$ cat src/design/ppic_pkg.sv
package ppic_pkg;
    // register numbers
    localparam logic [7:0] REG_CONTROL_CALIBRATION = 8'h00;
    localparam logic [7:0] REG_DRIVE_PERIOD = 8'h01;
    localparam logic [7:0] REG_PULSE_COUNT_HIGH_DIRECTION = 8'h02;
    localparam logic [7:0] REG_PULSE_COUNT_LOW = 8'h03;
    localparam logic [7:0] REG_PULSE_WIDTH = 8'h04;
    localparam logic [7:0] REG_PHASE_SHIFT = 8'h05;
    localparam logic [7:0] REG_LAST = 8'h05;
    // slave addresses
    localparam logic [6:0] ADDR_SELECT_LOW = 7'h54;
    localparam logic [6:0] ADDR_SELECT_HIGH = 7'h55;
    // field positions
    localparam int DIR_BIT = 6;
    localparam int PERIOD_MSB_BIT = 7;
    localparam int CAL_FIELD_LSB = 2;
    localparam int HYBRID_BIT = 5;
    localparam int PHASE1_EN_BIT = 1;
    localparam int PHASE2_EN_BIT = 0;
    // reset values
    localparam logic [7:0] CONTROL_RESET = 8'h03;
    localparam logic [7:0] ZERO_RESET = 8'h00;
    // calibrate-now codes
    localparam logic [1:0] CAL_NONE = 2'b00;
    localparam logic [1:0] CAL_INCREMENTAL = 2'b01;
    localparam logic [1:0] CAL_SWEEP = 2'b10;
    // timing
    localparam int CORE_CLK_HZ = 20_000_000;
    localparam int PERIOD_STEP_NS = 40;
    localparam int CORE_CLK_NS = 50;
    localparam int STEP_CYCLES = (PERIOD_STEP_NS < CORE_CLK_NS) ? 1
        : PERIOD_STEP_NS / CORE_CLK_NS;
    localparam int HYBRID_FRAME = 4;
endpackage

$ cat src/design/ppic_bus_if.sv
interface ppic_bus_if;
    logic wr_stb;
    logic [7:0] wr_addr;
    logic [7:0] wr_data;
    logic start_stb;
    modport source (output wr_stb, output wr_addr, output wr_data,
        output start_stb);
    modport sink (input wr_stb, input wr_addr, input wr_data,
        input start_stb);
endinterface

$ cat src/design/ppic_i2c_slave.sv
module ppic_i2c_slave
    import ppic_pkg::*;
(
    input wire logic core_clk, // core clock
    input wire logic rstn, // async reset, active low
    input wire logic scl_in, // bus clock pin
    input wire logic sda_in, // bus data pin
    output logic sda_oe_n, // low pulls data line low
    input wire logic addr_sel, // address-select pin
    ppic_bus_if.source bus // register writes
);
    typedef enum logic [1:0] {
        ST_IDLE = 2'b00,
        ST_ADDR = 2'b01,
        ST_REGNUM = 2'b11,
        ST_DATA = 2'b10
    } ppic_i2c_state_type;

    typedef struct packed {
        logic [2:0] scl_sync;
        logic [2:0] sda_sync;
        logic scl_q;
        logic sda_q;
        ppic_i2c_state_type state;
        logic [3:0] bit_cnt;
        logic [7:0] shift;
        logic ack;
        logic ack_ok;
        logic [7:0] ptr;
        logic wr_stb;
        logic [7:0] wr_addr;
        logic [7:0] wr_data;
        logic start_stb;
    } ppic_i2c_reg_type;

    ppic_i2c_reg_type r, next_r;
    logic scl_s, sda_s, scl_rise, scl_fall, start_c, stop_c;

    always_comb begin
        next_r = r;
        next_r.scl_sync = {r.scl_sync[1:0], scl_in};
        next_r.sda_sync = {r.sda_sync[1:0], sda_in};
        // a level counts once stages two and three agree
        scl_s = (r.scl_sync[2] == r.scl_sync[1]) ? r.scl_sync[1] : r.scl_q;
        sda_s = (r.sda_sync[2] == r.sda_sync[1]) ? r.sda_sync[1] : r.sda_q;
        next_r.scl_q = scl_s;
        next_r.sda_q = sda_s;
        scl_rise = scl_s && !r.scl_q;
        scl_fall = !scl_s && r.scl_q;
        start_c = scl_s && r.scl_q && r.sda_q && !sda_s;
        stop_c = scl_s && r.scl_q && !r.sda_q && sda_s;
        next_r.wr_stb = 1'b0;
        next_r.start_stb = 1'b0;
        if (start_c) begin
            next_r.state = ST_ADDR;
            next_r.bit_cnt = 4'h0;
            next_r.ack = 1'b0;
            next_r.start_stb = 1'b1;
        end else if (stop_c) begin
            next_r.state = ST_IDLE;
            next_r.ack = 1'b0;
        end else if (r.state != ST_IDLE) begin
            // bits count on the rise, so the fall just after a start is idle
            if (scl_rise && r.bit_cnt < 4'd8) begin
                next_r.shift = {r.shift[6:0], sda_s};
                next_r.bit_cnt = r.bit_cnt + 4'h1;
            end
            if (scl_fall) begin
                if (r.bit_cnt == 4'd8) begin
                    next_r.bit_cnt = 4'd9;
                    next_r.ack_ok = 1'b1;
                    case (r.state)
                        ST_ADDR: begin
                            next_r.ack_ok = (r.shift[0] == 1'b0) &&
                                (r.shift[7:1] == (addr_sel ?
                                ADDR_SELECT_HIGH : ADDR_SELECT_LOW));
                        end
                        ST_REGNUM: begin
                            next_r.ptr = r.shift;
                        end
                        default: begin
                            next_r.wr_stb = 1'b1;
                            next_r.wr_addr = r.ptr;
                            next_r.wr_data = r.shift;
                            next_r.ptr = r.ptr + 8'h01;
                        end
                    endcase
                    next_r.ack = next_r.ack_ok;
                end else if (r.bit_cnt == 4'd9) begin
                    next_r.ack = 1'b0;
                    next_r.bit_cnt = 4'h0;
                    if (!r.ack_ok) begin
                        next_r.state = ST_IDLE;
                    end else if (r.state == ST_ADDR) begin
                        next_r.state = ST_REGNUM;
                    end else begin
                        next_r.state = ST_DATA;
                    end
                end
            end
        end
    end

    always_ff @(posedge core_clk or negedge rstn) begin
        if (!rstn) begin
            r <= '0;
        end else begin
            r <= next_r;
        end
    end

    assign sda_oe_n = !r.ack;
    assign bus.wr_stb = r.wr_stb;
    assign bus.wr_addr = r.wr_addr;
    assign bus.wr_data = r.wr_data;
    assign bus.start_stb = r.start_stb;
endmodule

$ cat src/design/ppic_top.sv
// Notes on behaviour
// - answer address 54h with select pin low, 55h with it high.
// - only write transfers; a read address is not acknowledged.
// - pull data low on ninth clock when the address matches.
// - second byte is the register number and starting pointer.
// - later bytes go to successive registers, pointer advances each byte.
// - non-zero count written into registers 02/03 starts pulses at period.
// - count drops once per pulse until zero or zero is written.
// - pulse count is eleven bits, maximum 2047.
// - period register counts oscillator steps of 40 ns; here one step is one 50 ns core clock.
// - pulse width zero gives 50 percent high; smaller widths shorten it.
// - phase shift zero offsets the waveforms by a quarter period.
// - two square waveforms; direction bit picks the leading phase.
// - full or half bridge; hybrid setting sets full-to-half ratio.
// - calibration trims oscillator, never the programmed period.
// - power-down pin gives stand-by; host uses it when idle.
// - bit 6 of the high count byte is the direction.
// - bit 7 of the high count byte is the period msb.
// - zero count or power-down stops at once, outputs low.
// - calibrate field: none, incremental, sweep, reserved.
module ppic_top
    import ppic_pkg::*;
(
    input wire logic core_clk, // 20 MHz core clock
    input wire logic rstn, // async reset, active low
    input wire logic powerdown_n_pin, // stand-by when low, async-sampled
    input wire logic scl_in, // bus clock pin
    input wire logic sda_in, // bus data pin level
    output logic sda_out, // bus data drive value, always low
    output logic sda_oe_n, // low while pulling data line low
    input wire logic addr_sel, // address-select pin
    output logic phase1_high, // phase 1 high-side drive
    output logic phase1_low, // phase 1 low-side drive
    output logic phase2_high, // phase 2 high-side drive
    output logic phase2_low, // phase 2 low-side drive
    output logic [1:0] calibrate_now_field, // calibration request to trim
    output logic [1:0] dead_time_field, // dead time to bridge stage
    output logic motor_running // pulses are being issued
);
    ppic_bus_if bus ();

    ppic_i2c_slave u_slave (
        .core_clk(core_clk),
        .rstn(rstn),
        .scl_in(scl_in),
        .sda_in(sda_in),
        .sda_oe_n(sda_oe_n),
        .addr_sel(addr_sel),
        .bus(bus)
    );

    typedef struct packed {
        logic [2:0] pd_sync;
        logic pd_active;
        logic [7:0] control_calibration;
        logic [7:0] drive_period;
        logic [7:0] pulse_count_high_direction;
        logic [7:0] pulse_pend_low;
        logic [7:0] pulse_width;
        logic [7:0] phase_shift;
        logic [10:0] count;
        logic [8:0] phase_ctr;
        logic [7:0] step_ctr;
        logic [1:0] hybrid_ctr;
        logic running;
        logic p1;
        logic p2;
        logic full_bridge;
    } ppic_top_reg_type;

    ppic_top_reg_type r, next_r;
    logic [8:0] period, half, high_time, shift_amt, p2_pos;
    logic step, wrap, direction;

    // ==============================================================
    // register writes, sequencer
    // ==============================================================
    function automatic logic in_high(input logic [8:0] pos,
        input logic [8:0] ht);
        in_high = pos < ht;
    endfunction

    always_comb begin
        next_r = r;
        next_r.pd_sync = {r.pd_sync[1:0], powerdown_n_pin};
        if (r.pd_sync[2] == r.pd_sync[1]) begin
            next_r.pd_active = !r.pd_sync[1];
        end
        period = {r.pulse_count_high_direction[PERIOD_MSB_BIT],
            r.drive_period};
        if (period == 9'h000) begin
            period = 9'h001;
        end
        half = {1'b0, period[8:1]};
        high_time = (r.pulse_width == ZERO_RESET) ? half
            : {1'b0, r.pulse_width};
        shift_amt = (r.phase_shift == ZERO_RESET) ? {2'b00, period[8:2]}
            : {1'b0, r.phase_shift};
        direction = r.pulse_count_high_direction[DIR_BIT];
        step = (r.step_ctr >= 8'(STEP_CYCLES - 1));
        wrap = step && (r.phase_ctr >= period - 9'h001);
        p2_pos = (r.phase_ctr >= shift_amt) ? r.phase_ctr - shift_amt
            : r.phase_ctr + period - shift_amt;
        if (r.running) begin
            next_r.step_ctr = step ? 8'h00 : r.step_ctr + 8'h01;
            if (step) begin
                next_r.phase_ctr = wrap ? 9'h000 : r.phase_ctr + 9'h001;
            end
            next_r.p1 = direction ? in_high(r.phase_ctr, high_time)
                : in_high(p2_pos, high_time);
            next_r.p2 = direction ? in_high(p2_pos, high_time)
                : in_high(r.phase_ctr, high_time);
            if (wrap) begin
                next_r.hybrid_ctr = r.hybrid_ctr + 2'b01;
                next_r.count = r.count - 11'h001;
                if (r.count == 11'h001) begin
                    next_r.running = 1'b0;
                end
            end
        end
        // hybrid spreads full-bridge pulses over a frame
        if (!r.control_calibration[HYBRID_BIT]) begin
            next_r.full_bridge = 1'b1;
        end else begin
            next_r.full_bridge = ({1'b0, r.hybrid_ctr}
                * 3'(HYBRID_FRAME - 1)) % 3'(HYBRID_FRAME)
                < 3'(r.pulse_width[7:6]);
        end
        if (bus.wr_stb && bus.wr_addr <= REG_LAST) begin
            if (bus.wr_addr == REG_CONTROL_CALIBRATION) begin
                next_r.control_calibration = bus.wr_data;
            end else if (bus.wr_addr == REG_DRIVE_PERIOD) begin
                next_r.drive_period = bus.wr_data;
            end else if (bus.wr_addr == REG_PULSE_COUNT_HIGH_DIRECTION) begin
                next_r.pulse_count_high_direction = bus.wr_data;
            end else if (bus.wr_addr == REG_PULSE_COUNT_LOW) begin
                next_r.pulse_pend_low = bus.wr_data;
                // low byte completes the eleven-bit count
                next_r.count = {r.pulse_count_high_direction[2:0],
                    bus.wr_data};
                if ({r.pulse_count_high_direction[2:0], bus.wr_data}
                    == 11'h000) begin
                    next_r.running = 1'b0;
                    next_r.p1 = 1'b0;
                    next_r.p2 = 1'b0;
                end else if (!r.running) begin
                    next_r.running = 1'b1;
                    next_r.phase_ctr = 9'h000;
                    next_r.step_ctr = 8'h00;
                end
            end else if (bus.wr_addr == REG_PULSE_WIDTH) begin
                next_r.pulse_width = bus.wr_data;
            end else begin
                next_r.phase_shift = bus.wr_data;
            end
        end
        if (!next_r.running) begin
            next_r.p1 = 1'b0;
            next_r.p2 = 1'b0;
        end
        // power-down returns registers to reset values and stops drive
        if (r.pd_active) begin
            next_r = '0;
            next_r.pd_sync = {r.pd_sync[1:0], powerdown_n_pin};
            next_r.pd_active = !(r.pd_sync[2] == r.pd_sync[1] &&
                r.pd_sync[1]);
            next_r.control_calibration = CONTROL_RESET;
        end
    end

    always_ff @(posedge core_clk or negedge rstn) begin
        if (!rstn) begin
            r <= '0;
            r.pd_active <= 1'b1;
            r.control_calibration <= CONTROL_RESET;
        end else begin
            r <= next_r;
        end
    end

    // ==============================================================
    // outputs
    // ==============================================================
    // half bridge keeps both low sides off; full drives each enabled low side while running and its high side is off
    assign phase1_high = r.p1 && r.control_calibration[PHASE1_EN_BIT];
    assign phase1_low = r.running && r.full_bridge &&
        r.control_calibration[PHASE1_EN_BIT] && !r.p1;
    assign phase2_high = r.p2 && r.control_calibration[PHASE2_EN_BIT];
    assign phase2_low = r.running && r.full_bridge &&
        r.control_calibration[PHASE2_EN_BIT] && !r.p2;
    // trim logic acts on this; the period register is left as written
    assign calibrate_now_field = r.running ?
        r.control_calibration[CAL_FIELD_LSB +: 2] : CAL_NONE;
    assign dead_time_field = r.pulse_count_high_direction[5:4];
    assign motor_running = r.running;
    assign sda_out = 1'b0;
endmodule

$ cat config.mk
export PLATFORM = sky130hd
export DESIGN_NAME = ppic_top
export DESIGN_NICKNAME = d
export VERILOG_FILES = /design/src/design/ppic_pkg.sv /design/src/design/ppic_bus_if.sv /design/src/design/ppic_i2c_slave.sv /design/src/design/ppic_top.sv
export SDC_FILE = /design/constraint.sdc
export NUM_CORES = 1
export LEC_CHECK = 0
export ABC_AREA = 1
export BUFFER_PORTS_ARGS = -buffer_cell sky130_fd_sc_hd__buf_2
export CORE_UTILIZATION = 44
export DETAILED_ROUTE_END_ITERATION = 8
export PLACE_DENSITY = 0.72
export SETUP_SLACK_MARGIN = 0.4
export SYNTH_ARGS = -nofsm -noshare
export SYNTH_HDL_FRONTEND = slang
export SYNTH_SLANG_ARGS = --single-unit
$ cat constraint.sdc
create_clock -name core_clk -period 3.4 [get_ports core_clk]
set_clock_uncertainty 0.1 [all_clocks]
set_input_delay 0.51 -clock core_clk [delete_from_list [all_inputs] [get_ports core_clk]]
set_output_delay 0.51 -clock core_clk [all_outputs]
set_load 0.05 [all_outputs]
### Yosys cells after proc, flatten, opt, wreduce, memory -nomap -nowiden

Cells that the tools add are included.

* logic and storage cells: 197
* register bits: 125

* mux-type cells: 65
* $lt $le $gt $ge: 8
* reductions and logical operators: 60
* bitwise logic cells: 5
* multiply operators: 1
* $add $sub $neg: 10
* equality and inequality tests: 20

Operators with widths (count)
* 2-to-1 mux 17 bit: 5
* 2-to-1 mux 83 bit: 1
* 2-to-1 mux 76 bit: 1
* 2-to-1 mux 8 bit: 9
* 2-to-1 mux 68 bit: 1
* 2-to-1 mux 60 bit: 1
* 2-to-1 mux 52 bit: 1
* 2-to-1 mux 41 bit: 1
* 2-to-1 mux 9 bit: 4
* 2-to-1 mux 33 bit: 1
* 2-to-1 mux 28 bit: 1
* 2-to-1 mux 27 bit: 1
* 2-to-1 mux 26 bit: 1
* zero test 8 bit: 3
* 2-to-1 mux 12 bit: 2
* AND reduction 6 bit: 4
* logical AND 1 bit: 19
* < comparator 9 x 8 -> 1 bit: 2
* 2-to-1 mux 3 bit: 6
* 2-to-1 mux 6 bit: 3
* nonzero test 2 bit: 9
* subtractor 9 x 8 -> 9 bit: 2
* adder 8 x 1 -> 8 bit (second input constant): 2
* == test 8 x 2 -> 1 bit (second input constant): 2
* other kinds (41): 87

### Longest topological paths before layout

Gate-level depths: netlist of run 1.

* depth in word-level cells: 17
* mapped depth: 25

### By module

From an unflattened synthesis of run 1, not the netlist that was laid out.

* cell total of the unflattened synthesis: 1018
* area, all modules: 7736.2 um2

By module, submodules not included
* ppic_top: sequential area each 1655.3 um2, area each 5216.3 um2, times used 1, cells an instance 703
* ppic_i2c_slave: sequential area each 1251.2 um2, area each 2519.9 um2, times used 1, cells an instance 315

### Worst setup path after synthesis of run 1

Ideal clock, no wire load.

* path kind: register to register
* start point: register r[38] in the netlist's numbering
* end point: register r[1] in the netlist's numbering
* data required time: 3223 ps
* cell stages (with the launch flop): 23
* data arrival time: 3442 ps
* slack: -220 ps
* buffers on the path: 0
* setup time: 77 ps
* cells stage by stage: dfrtp_1 nor2_1 nand3_1 nor2_1 inv_1 o21bai_1 fa_1 ha_1 nand3_1 nand2_1 nand4_1 o211ai_1 a21oi_1 o21ai_0 o21ai_0 inv_1 ha_1 a21o_1 a31oi_1 o21ai_0 nor2_1 nand3_1 a21oi_1

RTL lines
* start: declaration: RTL line ppic_top.sv:71 `ppic_top_reg_type r, next_r;`
* start signal: assignment: RTL line ppic_top.sv:177 `r <= next_r;`

==> results by group, run 1 <==
Power and ir drop
  – Clock network power share: 0.510
  – P_sw: 817.2 uW
  – Flop pwr share: 0.441
  – Power Density: 355.2 mW/mm^2
  – Combinational share of power: 0.050
  – Max VDD drop: 0.0003612 V
  – Int Pwr: 2441 uW
  – Leakage Power: 0.004512 uW
  – Switching portion of total power: 0.2508

Detailed routing
  – Drt initial violations: 477
  – Routed vias: 6,697
  – DRC: 0
  – Vias per cell: 5.290
  – 1st-pass router iterations: 6
  – Antenna Nets Post-Route: 0
  – WL/cell: 15.34 microns
  – Drt total wl: 19,420 microns

Synth
  – Synth Cell Area: 0.007392 sq mm
  – Mapped Avg Cell Area: 7.822 sq um
  – Number of synthesized flops with an enable pin: 0
  – Ys flop type: dfrtp_1
  – Asr flop ratio synth: 1.000
  – Post-Syn Nets: 1,009
  – Part of the Yosys area used for sequential elements: 0.3898
  – Cells after Synth: 945
  – #FFs+latches synth: 115
  – Post-synth cell types: 57
  – Yosys warning count: 0

Global route
  – Largest net degree at the start of global routing: 116
  – Grt ovf: 0
  – Number of global-route vias before repair: 6,626
  – Initial antenna violation count: 0
  – Tot GR Track Use: 0.2341
  – First-pass GRT wire length: 31,960 microns

Clock network
  – CTS Hold Buffers Added: 0
  – Total CTS buffers: 17
  – CTS HTree Levels: 4
  – CTS tree: yes
  – Clk_lat worst skew: 0.42 ns
  – CTS clock-pin slew for the worst setup and hold paths: 0.06 ns
  – Clock tree root driver cell: clkbuf_16
  – Clock sink count: 115
  – CTS max path bufs: 2

Status
  – Failing checks: setup timing
  – Status: finished, violations left

Job
  – Max-cap violations: 0

Layout
  – Post-route insts no fill: 1,266
  – Fill count: 1,422
  – Commonest non-fill, non-tap cell in the layout: nand2_1
  – Area added between synthesis and finish: 24.10%
  – Commonest non-fill, non-tap cells in the layout: 175 x nand2_1, 124 x inv_1, 112 x dfrtp_1
  – Design Area, Final: 0.009174 sq mm
  – ANT cells: 0
  – Final #Nets: 1,098
  – Layout cells sized above 1: 0.2132

Floorplan
  – Num ports: 17
  – Die X: 131.6 microns
  – Rows: 47
  – Floorplan core area: 0.01647 sq mm
  – Starting Density: 0.4489
  – Die height: 131.6 microns
  – Die area: 0.01732 sq mm

Place
  – Post-DP Area: 0.008137 sq mm
  – Port Buf Inserts: 15
  – Detailed placement HPWL: 14,020 microns
  – DP Cell Count: 1,216
  – RePlAce Congestion: 0.9795
  – Worst slack, placed: -0.2647 ns

STA
  – Min cycle time layout: 3.718 ns
  – Max Clock Freq: 269.0 MHz
  – Max Transition Viols Final: 0
  – Final Hold Vio Count: 0
  – Worst slew pin tran: 0.8848 ns
  – RSZ-0062 raised after global routing: true
  – Final setup violation count: 3
  – Slew Limit Headroom: 0.4101
  – Final Cycle Share: 1.094
  – Worst setup margin: -0.3181 ns

Critical path
  – WP data required: 3.65 ns
  – Slowest cell on the critical path: fa_2
  – Worst setup SP type: flip-flop
  – Crit. End Element: flip-flop
  – CP cell instances: nor2_1, nand3_1, nor2_4, inv_4, o21bai_4, fa_2, buf_4, fa_2, buf_4, xnor2_1, o21ai_1, ha_1, a21oi_2, nor2_1, a211oi_1, nand2_1, nand2_1, nand3_1, a21oi_1
  – Critical path type: reg2reg
  – Data arrival time of the critical path: 3.96 ns
  – Worst Path Max Fanout: 5
  – Reg2reg setup slack: -0.32 ns
  – CP max stage delay: 0.49 ns

Min path
  – Worst Hold Class: in2async
worst paths after layout:
check,startpoint,end,cells past startpoint
setup / recovery,r[40],r[2],19
hold reg to reg,r[83],r[84],0
max in group asynchronous,rstn,r[85],2
min in group core_clk,sda_in,u_slave.next_r[45],1
hold / removal,rstn,r[5],2
setup reg to reg,r[40],r[2],19
cell type report:
cell class                      instances  area, sq um  share of cell area
Sequential cell                       115         2882              0.3141
Clock inverter                         12        110.1             0.01200
Multi-Input combinational cell        668         4224              0.4604
Tap cell                              220        275.3             0.03001
Clock buffer                           19        432.9             0.04719
Timing Repair Buffer                   93        718.2             0.07829
Inverter                              139        531.8             0.05797
power by group through the flow:
stage	Sequential (uW)	Clock, uW	Combinational, uW
5_1_grt	1440	1740	186
6_report	1440	1660	161
4_1_cts	1440	1670	160
2_1_floorplan	1440	0	106
3_5_place_dp	1460	0	154
3_3_place_gp	1460	0	151
registers in the layout, indices dropped and copies added (netlist names), named ones only:
register	cells
r	61
u_slave.r	28
u_slave.bus.wr_addr	8
u_slave.bus.wr_data	8
u_slave.next_r	4
dead_time_field	2
direction	1
motor_running	1
u_slave.bus.wr_stb	1
critical path, delay by kind of cell (launching register included):
family	cells	cell delay [ns]
AO/OA/AOI/OAI	5	0.73
XOR/XNOR	1	0.12
adder cells (fa/ha/maj)	3	1.20
buffers and inverters	3	0.39
flip-flops	1	0.38
AND/OR/NAND/NOR	7	0.72
metrics by stage:
| step | TNS [ns] | total power [uW] | hold slack (ns) | utilization |
|---|---|---|---|---|
| final | -0.6313 | 3259 | 0.08712 | 0.5571 |
| after global routing | -2.301 | 3363 | 0.07842 | 0.5571 |
| after CTS | -0.4460 | 3268 | 0.08154 | 0.5451 |
| after detailed placement | -0.5255 | 1613 | 0.2355 | 0.4941 |
| after global placement | -0.3373 | 1609 | 0.2325 | 0.4941 |
| after floorplan | 0 | 1546 | 0.1144 | - |
cells in the mapped netlist, types with 2 or more instances:
cell type / n / share of area
a21o_1: 3 / 0.0030
nor2_1: 97 / 0.049
nor3_1: 23 / 0.016
buf_2: 5 / 0.0034
dfrtp_1: 112 / 0.38
inv_2: 7 / 0.0036
a22oi_1: 3 / 0.0030
nand3b_1: 2 / 0.0020
clkbuf_1: 12 / 0.0061
nor3b_1: 2 / 0.0020
o31ai_1: 2 / 0.0020
nand2_2: 5 / 0.0042
a21boi_0: 2 / 0.0020
o22ai_1: 8 / 0.0068
and2_1: 2 / 0.0017
dfstp_2: 3 / 0.011
xor2_1: 21 / 0.025
o211ai_1: 6 / 0.0061
and3_1: 3 / 0.0025
nor2_4: 3 / 0.0046
ha_1: 49 / 0.083
a31oi_1: 9 / 0.0076
a21oi_1: 54 / 0.037
buf_4: 5 / 0.0051
xnor2_1: 8 / 0.0095
o21ai_0: 88 / 0.060
nand3_1: 37 / 0.025
a22o_1: 2 / 0.0024
nand2_1: 187 / 0.095
nand4_1: 11 / 0.0093
fa_1: 9 / 0.024
inv_1: 131 / 0.067
o21ai_1: 6 / 0.0041
o21bai_1: 2 / 0.0020
nor4_1: 4 / 0.0034
timing repair:
item / 4_1_cts / 5_1_grt
endpoints found under the setup margin: 25 / 25
gates resized for setup: 64 / 35
setup buffers: 13 / 6
pin swaps: 23 / 24
logic make-up after synthesis:
kind of cell / after synthesis / share of synthesized area
AO/OA/AOI/OAI: 194 / 0.1505
buffers and inverters: 162 / 0.08615
flip-flops: 115 / 0.3898
AND/OR/NAND/NOR: 384 / 0.2285
multiplexers: 1 / 0.001354
XOR/XNOR: 29 / 0.03436
other: 1 / 0.0005073
adder cells (fa/ha/maj): 59 / 0.1088
metal layers:
layer / wire [microns] / vias up / track usage / share of wire
met2: 9423 / 202 / 0.3868 / 0.49
met3: 1038 / 50 / 0.04668 / 0.053
met5: 0 / - / 0 / 0
met1: 8396 / 3155 / 0.2970 / 0.43
met4: 560 / 0 / 0.1014 / 0.029
li1: - / 3290 / - / -
Power figures use the tool's default switching activity.
==> run 2, diff against run 1 <==
- ABC_AREA: 1 -> default
==> run 2 against run 1 <==
The flow still finishes with violations (setup timing); routed wire length down 2.1%; first-iteration DRC count is 18% lower; final cell count is 15% lower; global-route usage rose by 0.55 points; sequential power up 6%; via count shrank 10%; sequential share of layout area up 0.66 points; hold slack got worse by 0.039 ns; setup slack got worse by 1.3 ns; combinational power is 13% higher; clock power grew 16%; critical endpoint is now r[1].
==> results by group, run 2 <==
Status
  – Status: finished, violations left
  – Failing checks: setup timing

Synth
  – Synth Area in Compound Gates: 0.1597
  – Synth Cell Area: 0.007059 sq mm
  – Ys flop type: dfrtp_1
  – Mapped Avg Cell Area: 9.488 sq um
  – Post-synth cell types: 68
  – Yosys warning count: 0
  – Mux contribution to synthesized area: 0.05229
  – #FFs+latches synth: 115
  – Synth Area in XOR/XNOR: 0.04839
  – Post-Syn Nets: 808
  – Largest family of logic cells by synthesized area: simple AND/OR/NAND/NOR gates
  – Top cell type's share of synthesized area: 0.3970
  – Count leader, synth: dfrtp_1
  – Simple-gate share of the synthesized area: 0.1827
  – Top post-synthesis cells by area: dfrtp_1 40%, ha_1 8.7%, nand2_1 5.6%
  – Post-Synth Adder-Cell Area: 0.1124
  – Cells after Synth: 744
  – Post-synth top area cell: dfrtp_1
  – Number of synthesized flops with an enable pin: 0
  – Asr flop ratio synth: 1.000
  – Part of the Yosys area used for sequential elements: 0.4082
  – Commonest cells post-synth: 112 x dfrtp_1, 106 x nand2_1, 57 x o21ai_0, 49 x ha_1, 45 x a21oi_1

Layout
  – Area added between synthesis and finish: 27.33%
  – ANT cells: 0
  – Final #Nets: 912
  – Commonest non-fill, non-tap cell in the layout: dfrtp_1
  – Design Area, Final: 0.008989 sq mm
  – Max reg flops: 61
  – Regs by FF count: r: 61 flops, u_slave.r: 28 flops
  – Commonest non-fill, non-tap cells in the layout: 111 x dfrtp_1, 103 x nand2_1, 100 x buf_4
  – Reg with most FFs: r
  – Layout cells sized above 1: 0.2791
  – Post-route insts no fill: 1,071

Critical path
  – Critical path type: reg2reg
  – Worst r2r path cells: 19
  – Worst Path Max Fanout: 2
  – Worst setup SP type: flip-flop
  – Reg-to-Reg End: r[1]
  – Reg2reg setup slack: -1.62 ns
  – Crit. End Element: flip-flop
  – WP data required: 3.62 ns
  – Data arrival time of the critical path: 5.24 ns
  – Critical R2R Launch: r[38]

Detailed routing
  – Routed vias: 6,015
  – DRC: 0
  – Drt total wl: 19,010 microns
  – WL/cell: 17.75 microns
  – Vias per cell: 5.616
  – Drt initial violations: 393
  – Antenna Nets Post-Route: 0
  – 1st-pass router iterations: 5

Place
  – Detailed placement HPWL: 13,460 microns
  – Port Buf Inserts: 15
  – DP Cell Count: 1,025
  – RePlAce Congestion: 0.9075
  – Post-DP Area: 0.008030 sq mm

Floorplan
  – Num ports: 17
  – Floorplan core area: 0.01543 sq mm
  – Rows: 45
  – Die area: 0.01655 sq mm
  – Die X: 128.7 microns
  – Die height: 128.7 microns
  – Starting Density: 0.4576

Global route
  – Grt ovf: 0
  – Gr busiest metal: met2
  – Largest net degree at the start of global routing: 59
  – Initial antenna violation count: 0
  – First-pass GRT wire length: 30,110 microns
  – Tot GR Track Use: 0.2396
  – Number of global-route vias before repair: 5,907
  – Global Route met2 Usage: 0.3968
  – Met1 GRT Util: 0.3016
  – M3 GR Usage: 0.05031

Clock network
  – CTS tree: yes
  – CTS clock-pin slew for the worst setup and hold paths: 0.05 ns
  – Clock sink count: 115
  – CTS HTree Levels: 4
  – CTS max path bufs: 2
  – Total CTS buffers: 17
  – Clk_lat worst skew: 0.42 ns
  – Clock tree root driver cell: clkbuf_16

Power and ir drop
  – Clock network power share: 0.530
  – Combinational share of power: 0.050
  – P_sw: 827.3 uW
  – Power Density: 403.3 mW/mm^2
  – Int Pwr: 2797 uW
  – Max VDD drop: 0.0004003 V
  – Leakage Power: 0.004046 uW
  – Switching portion of total power: 0.2282
  – Flop pwr share: 0.420

STA
  – Setup Total Neg Slack: -5.866 ns
  – Final setup violation count: 25
  – Final Hold Vio Count: 0
  – Worst setup margin: -1.617 ns
  – Max Transition Viols Final: 0
  – RSZ-0062 raised after global routing: true
  – Min cycle time layout: 5.017 ns
  – Worst slew pin tran: 1.151 ns
  – Worst hold margin: 0.04799 ns
  – Slew Limit Headroom: 0.2293
  – Max Clock Freq: 199.3 MHz
  – Final Cycle Share: 1.476

Job
  – Max-cap violations: 0

Min path
  – Worst Hold Class: in2async
run 2: cell count changes after synthesis, sizes merged, moves of 11 or more:
cell | previous run | this run
a211oi | 1 | 14
o21ai | 94 | 58
a21oi | 56 | 45
mux2 | 0 | 23
nor2 | 102 | 54
nand3 | 38 | 16
inv | 139 | 26
nand2 | 192 | 107
run 2: how the worst max path moves through the flow:
stage          start   end  slack [ns]
4_1_cts        r[38]  r[1]       -1.54
6_report       r[38]  r[1]       -1.62
2_1_floorplan  r[38]  r[1]       -1.34
3_3_place_gp   r[38]  r[2]       -1.43
5_1_grt        r[38]  r[1]       -1.85
3_5_place_dp   r[38]  r[1]       -1.69
run 2: power by group through the flow:
stage | clock, uW | sequential [uW] | combinational [uW]
6_report | 1920 | 1520 | 182
5_1_grt | 2000 | 1530 | 206
4_1_cts | 1950 | 1520 | 184
3_5_place_dp | 0 | 1540 | 176
3_3_place_gp | 0 | 1540 | 172
2_1_floorplan | 0 | 1500 | 132
run 2: cells by family (layout without fill, tap and decap cells):
family / Yosys count / after routing
and+or+nand+nor: 257 / 257
AOI/OAI and AO/OA: 180 / 180
DFF: 115 / 115
buffers and inverters: 60 / 176
adders and majority gates: 58 / 58
xor gates and xnor gates: 39 / 39
muxes: 34 / 34
other: 1 / 1
run 2: layout make-up:
| class | count | area [sq um] |
|---|---|---|
| Sequential cell | 115 | 2883 |
| Clock buffer | 23 | 488.0 |
| Tap cell | 211 | 264.0 |
| Fill cell | 1301 | 6439 |
| Timing Repair Buffer | 119 | 902.1 |
| Clock inverter | 8 | 148.9 |
| Inverter | 26 | 97.59 |
| Multi-Input combinational cell | 569 | 4205 |
run 2: critical path, cell delays in order, from the launching register on:
cell and delay (ns):
dfrtp_1 0.38, or4_4 0.55, nor4_4 0.17, a21o_1 0.19, inv_2 0.06, fa_1 0.49
ha_1 0.30, a21o_1 0.17, a21oi_2 0.15, nor2b_1 0.06, o21a_1 0.19, o41a_1 0.35
xnor2_2 0.15, mux2i_1 0.16, ha_1 0.27, a21oi_1 0.20, o211a_1 0.20, o41ai_2 0.08
or4_1 0.50, a211oi_2 0.21
run 2: timing repair:
item / 4_1_cts / 5_1_grt
hold endpoints to repair: 0 / 0
gates resized for setup: 20 / 17
setup buffers: 9 / 5
gates cloned: 1 / 0
hold buffers: 0 / 0
endpoints found under the setup margin: 25 / 25
pin swaps: 5 / 19
run 2: through the flow:
stage / total power, uW / utilization / setup WS, ns
final: 3625 / 0.5826 / -1.617
after global routing: 3733 / 0.5826 / -1.845
after CTS: 3649 / 0.5740 / -1.537
after detailed placement: 1715 / 0.5205 / -1.693
after global placement: 1707 / 0.5205 / -1.432
after floorplan: 1628 / - / -1.342
run 2: per-layer routing:
| layer | share of wire | wire length, microns |
|---|---|---|
| met1 | 0.43 | 8164 |
| met2 | 0.49 | 9249 |
| met3 | 0.046 | 881 |
| met4 | 0.038 | 719 |
| met5 | 0 | 0 |
==> run 3, diff against run 2 <==
- CTS_BUF_LIST: default -> sky130_fd_sc_hd__clkbuf_8
==> run 3 against run 2 <==
The flow still finishes with violations (setup timing); routed wire length decreased by 3.4%; first-iteration DRC count unchanged; clock power decreased by 26%; combinational power about the same; via count decreased by 1.8%; non-clock buffer count unchanged; critical path depth unchanged; global-route usage decreased by 0.55 points; sequential share of layout area increased by 0.68 points; final cell count unchanged; power decreased by 14%; die area unchanged; critical endpoint unchanged; largest cell class unchanged; highest routed layer unchanged.
==> results by group, run 3 (same netlist as run 2, synthesis figures left out) <==
STA
  – Final Cycle Share: 1.471
  – Worst setup margin: -1.601 ns
  – Slew Limit Headroom: 0.2595
  – Worst slew pin tran: 1.106 ns
  – RSZ-0062 raised after global routing: true
  – Worst hold margin: 0.02904 ns
  – Final Hold Vio Count: 0
  – Max Clock Freq: 199.9 MHz
  – Final setup violation count: 24
  – Min cycle time layout: 5.001 ns
  – Setup Total Neg Slack: -5.656 ns
  – Max Transition Viols Final: 0

Clock network
  – CTS tree: yes
  – CTS clock-pin slew for the worst setup and hold paths: 0.07 ns
  – Clk_lat worst skew: 0.44 ns
  – CTS max path bufs: 2
  – Clock sink count: 115
  – Total CTS buffers: 17
  – CTS HTree Levels: 4
  – Clock tree root driver cell: clkbuf_8

Floorplan
  – Num ports: 17
  – Floorplan core area: 0.01543 sq mm
  – Rows: 45
  – Die area: 0.01655 sq mm
  – Die height: 128.7 microns
  – Starting Density: 0.4576
  – Die X: 128.7 microns

Layout
  – Layout cells sized above 1: 0.2779
  – Reg with most FFs: r
  – Final #Nets: 912
  – Design Area, Final: 0.008801 sq mm
  – Regs by FF count: r: 61 flops, u_slave.r: 28 flops
  – Commonest non-fill, non-tap cells in the layout: 111 x dfrtp_1, 103 x nand2_1, 100 x buf_4
  – Area added between synthesis and finish: 24.67%
  – ANT cells: 0
  – Commonest non-fill, non-tap cell in the layout: dfrtp_1
  – Max reg flops: 61

Detailed routing
  – Routed vias: 5,908
  – 1st-pass router iterations: 5
  – Antenna Nets Post-Route: 0
  – Drt initial violations: 393
  – DRC: 0
  – Drt total wl: 18,370 microns
  – Vias per cell: 5.516
  – WL/cell: 17.15 microns

Critical path
  – Crit. End Element: flip-flop
  – Worst setup SP type: flip-flop
  – Reg2reg setup slack: -1.60 ns
  – Data arrival time of the critical path: 5.25 ns
  – Critical path type: reg2reg
  – WP data required: 3.65 ns
  – Worst Path Max Fanout: 2

Place
  – Detailed placement HPWL: 13,460 microns
  – Post-DP Area: 0.008030 sq mm
  – Port Buf Inserts: 15
  – RePlAce Congestion: 0.9075

Global route
  – Number of global-route vias before repair: 5,786
  – Tot GR Track Use: 0.2341
  – Initial antenna violation count: 0
  – Largest net degree at the start of global routing: 59
  – Grt ovf: 0
  – First-pass GRT wire length: 29,400 microns

Min path
  – Worst Hold Class: in2async

Job
  – Max-cap violations: 0

Power and ir drop
  – Max VDD drop: 0.0004765 V
  – Power Density: 354.8 mW/mm^2
  – Leakage Power: 0.003966 uW

Status
  – Failing checks: setup timing
  – Status: finished, violations left
## run 3: changes by cell type in the layout (fill, tap and decap cells not counted), sizes merged
cell / before / now
clkbuf: 23 / 21
inv: 26 / 28
## run 3: final timing paths
| kind | startpoint | cells past startpoint | to |
|---|---|---|---|
| setup / recovery | r[38] | 19 | r[1] |
| hold / removal | rstn | 1 | u_slave.next_r[45] |
| setup reg to reg | r[38] | 19 | r[1] |
| hold reg to reg | r[83] | 0 | r[84] |
| max in group asynchronous | rstn | 2 | asynchronous set/reset pin |
| min in group core_clk | scl_in | 1 | u_slave.next_r[48] |
## run 3: per-layer routing
metal | up-vias | global-route usage | part of all wire
li1 | 2844 | - | -
met2 | 168 | 0.3819 | 0.48
met4 | 0 | 0.1107 | 0.035
met3 | 41 | 0.04491 | 0.050
met1 | 2855 | 0.3005 | 0.43
met5 | - | 0 | 0
## run 3: report_power, final
group,leakage [uW],switching (uW),internal (uW)
Combinational,0.00219,109,71.6
Sequential,0.00155,92.7,1430
Clock,0.000226,557,867
Total,0.00397,759,2360
## run 3: layout make-up
| cell class | instances | area [sq um] |
|---|---|---|
| clock buffers | 21 | 289.0 |
| clock inverters | 10 | 156.4 |
| fillers | 1331 | 6626 |
| inverters | 26 | 97.59 |
| multi-input cells | 569 | 4205 |
| flip-flops and latches | 115 | 2883 |
| well taps | 211 | 264.0 |
| repair buffers | 119 | 905.9 |
## run 3: stage by stage
stage | setup slack (ns) | std cells | power [uW] | utilization
6_report | -1.601 | 1071 | 3123 | 0.5705
4_1_cts | -1.540 | 1066 | 3139 | 0.5616
3_3_place_gp | -1.432 | 1025 | 1707 | 0.5205
3_5_place_dp | -1.693 | 1025 | 1715 | 0.5205
2_1_floorplan | -1.342 | 744 | 1628 | -
5_1_grt | -1.841 | 1071 | 3231 | 0.5705
## run 3: repair_timing
action	in CTS	in global routing
hold buffers	0	0
resized for setup	20	18
setup endpoints to repair	25	25
setup buffers	9	5
cloned	1	0
pin swaps	7	20
## run 3: critical path: stages (launching register included)
cell	delay, ns
dfrtp_1	0.38
or4_4	0.55
nor4_4	0.18
a21o_1	0.18
inv_2	0.05
fa_1	0.49
ha_1	0.30
a21o_1	0.17
a21oi_2	0.15
nor2b_1	0.06
o21a_1	0.19
o41a_1	0.35
xnor2_2	0.14
mux2i_1	0.15
ha_1	0.27
a21oi_1	0.19
o211a_1	0.20
o41ai_2	0.08
or4_1	0.50
a211oi_2	0.21
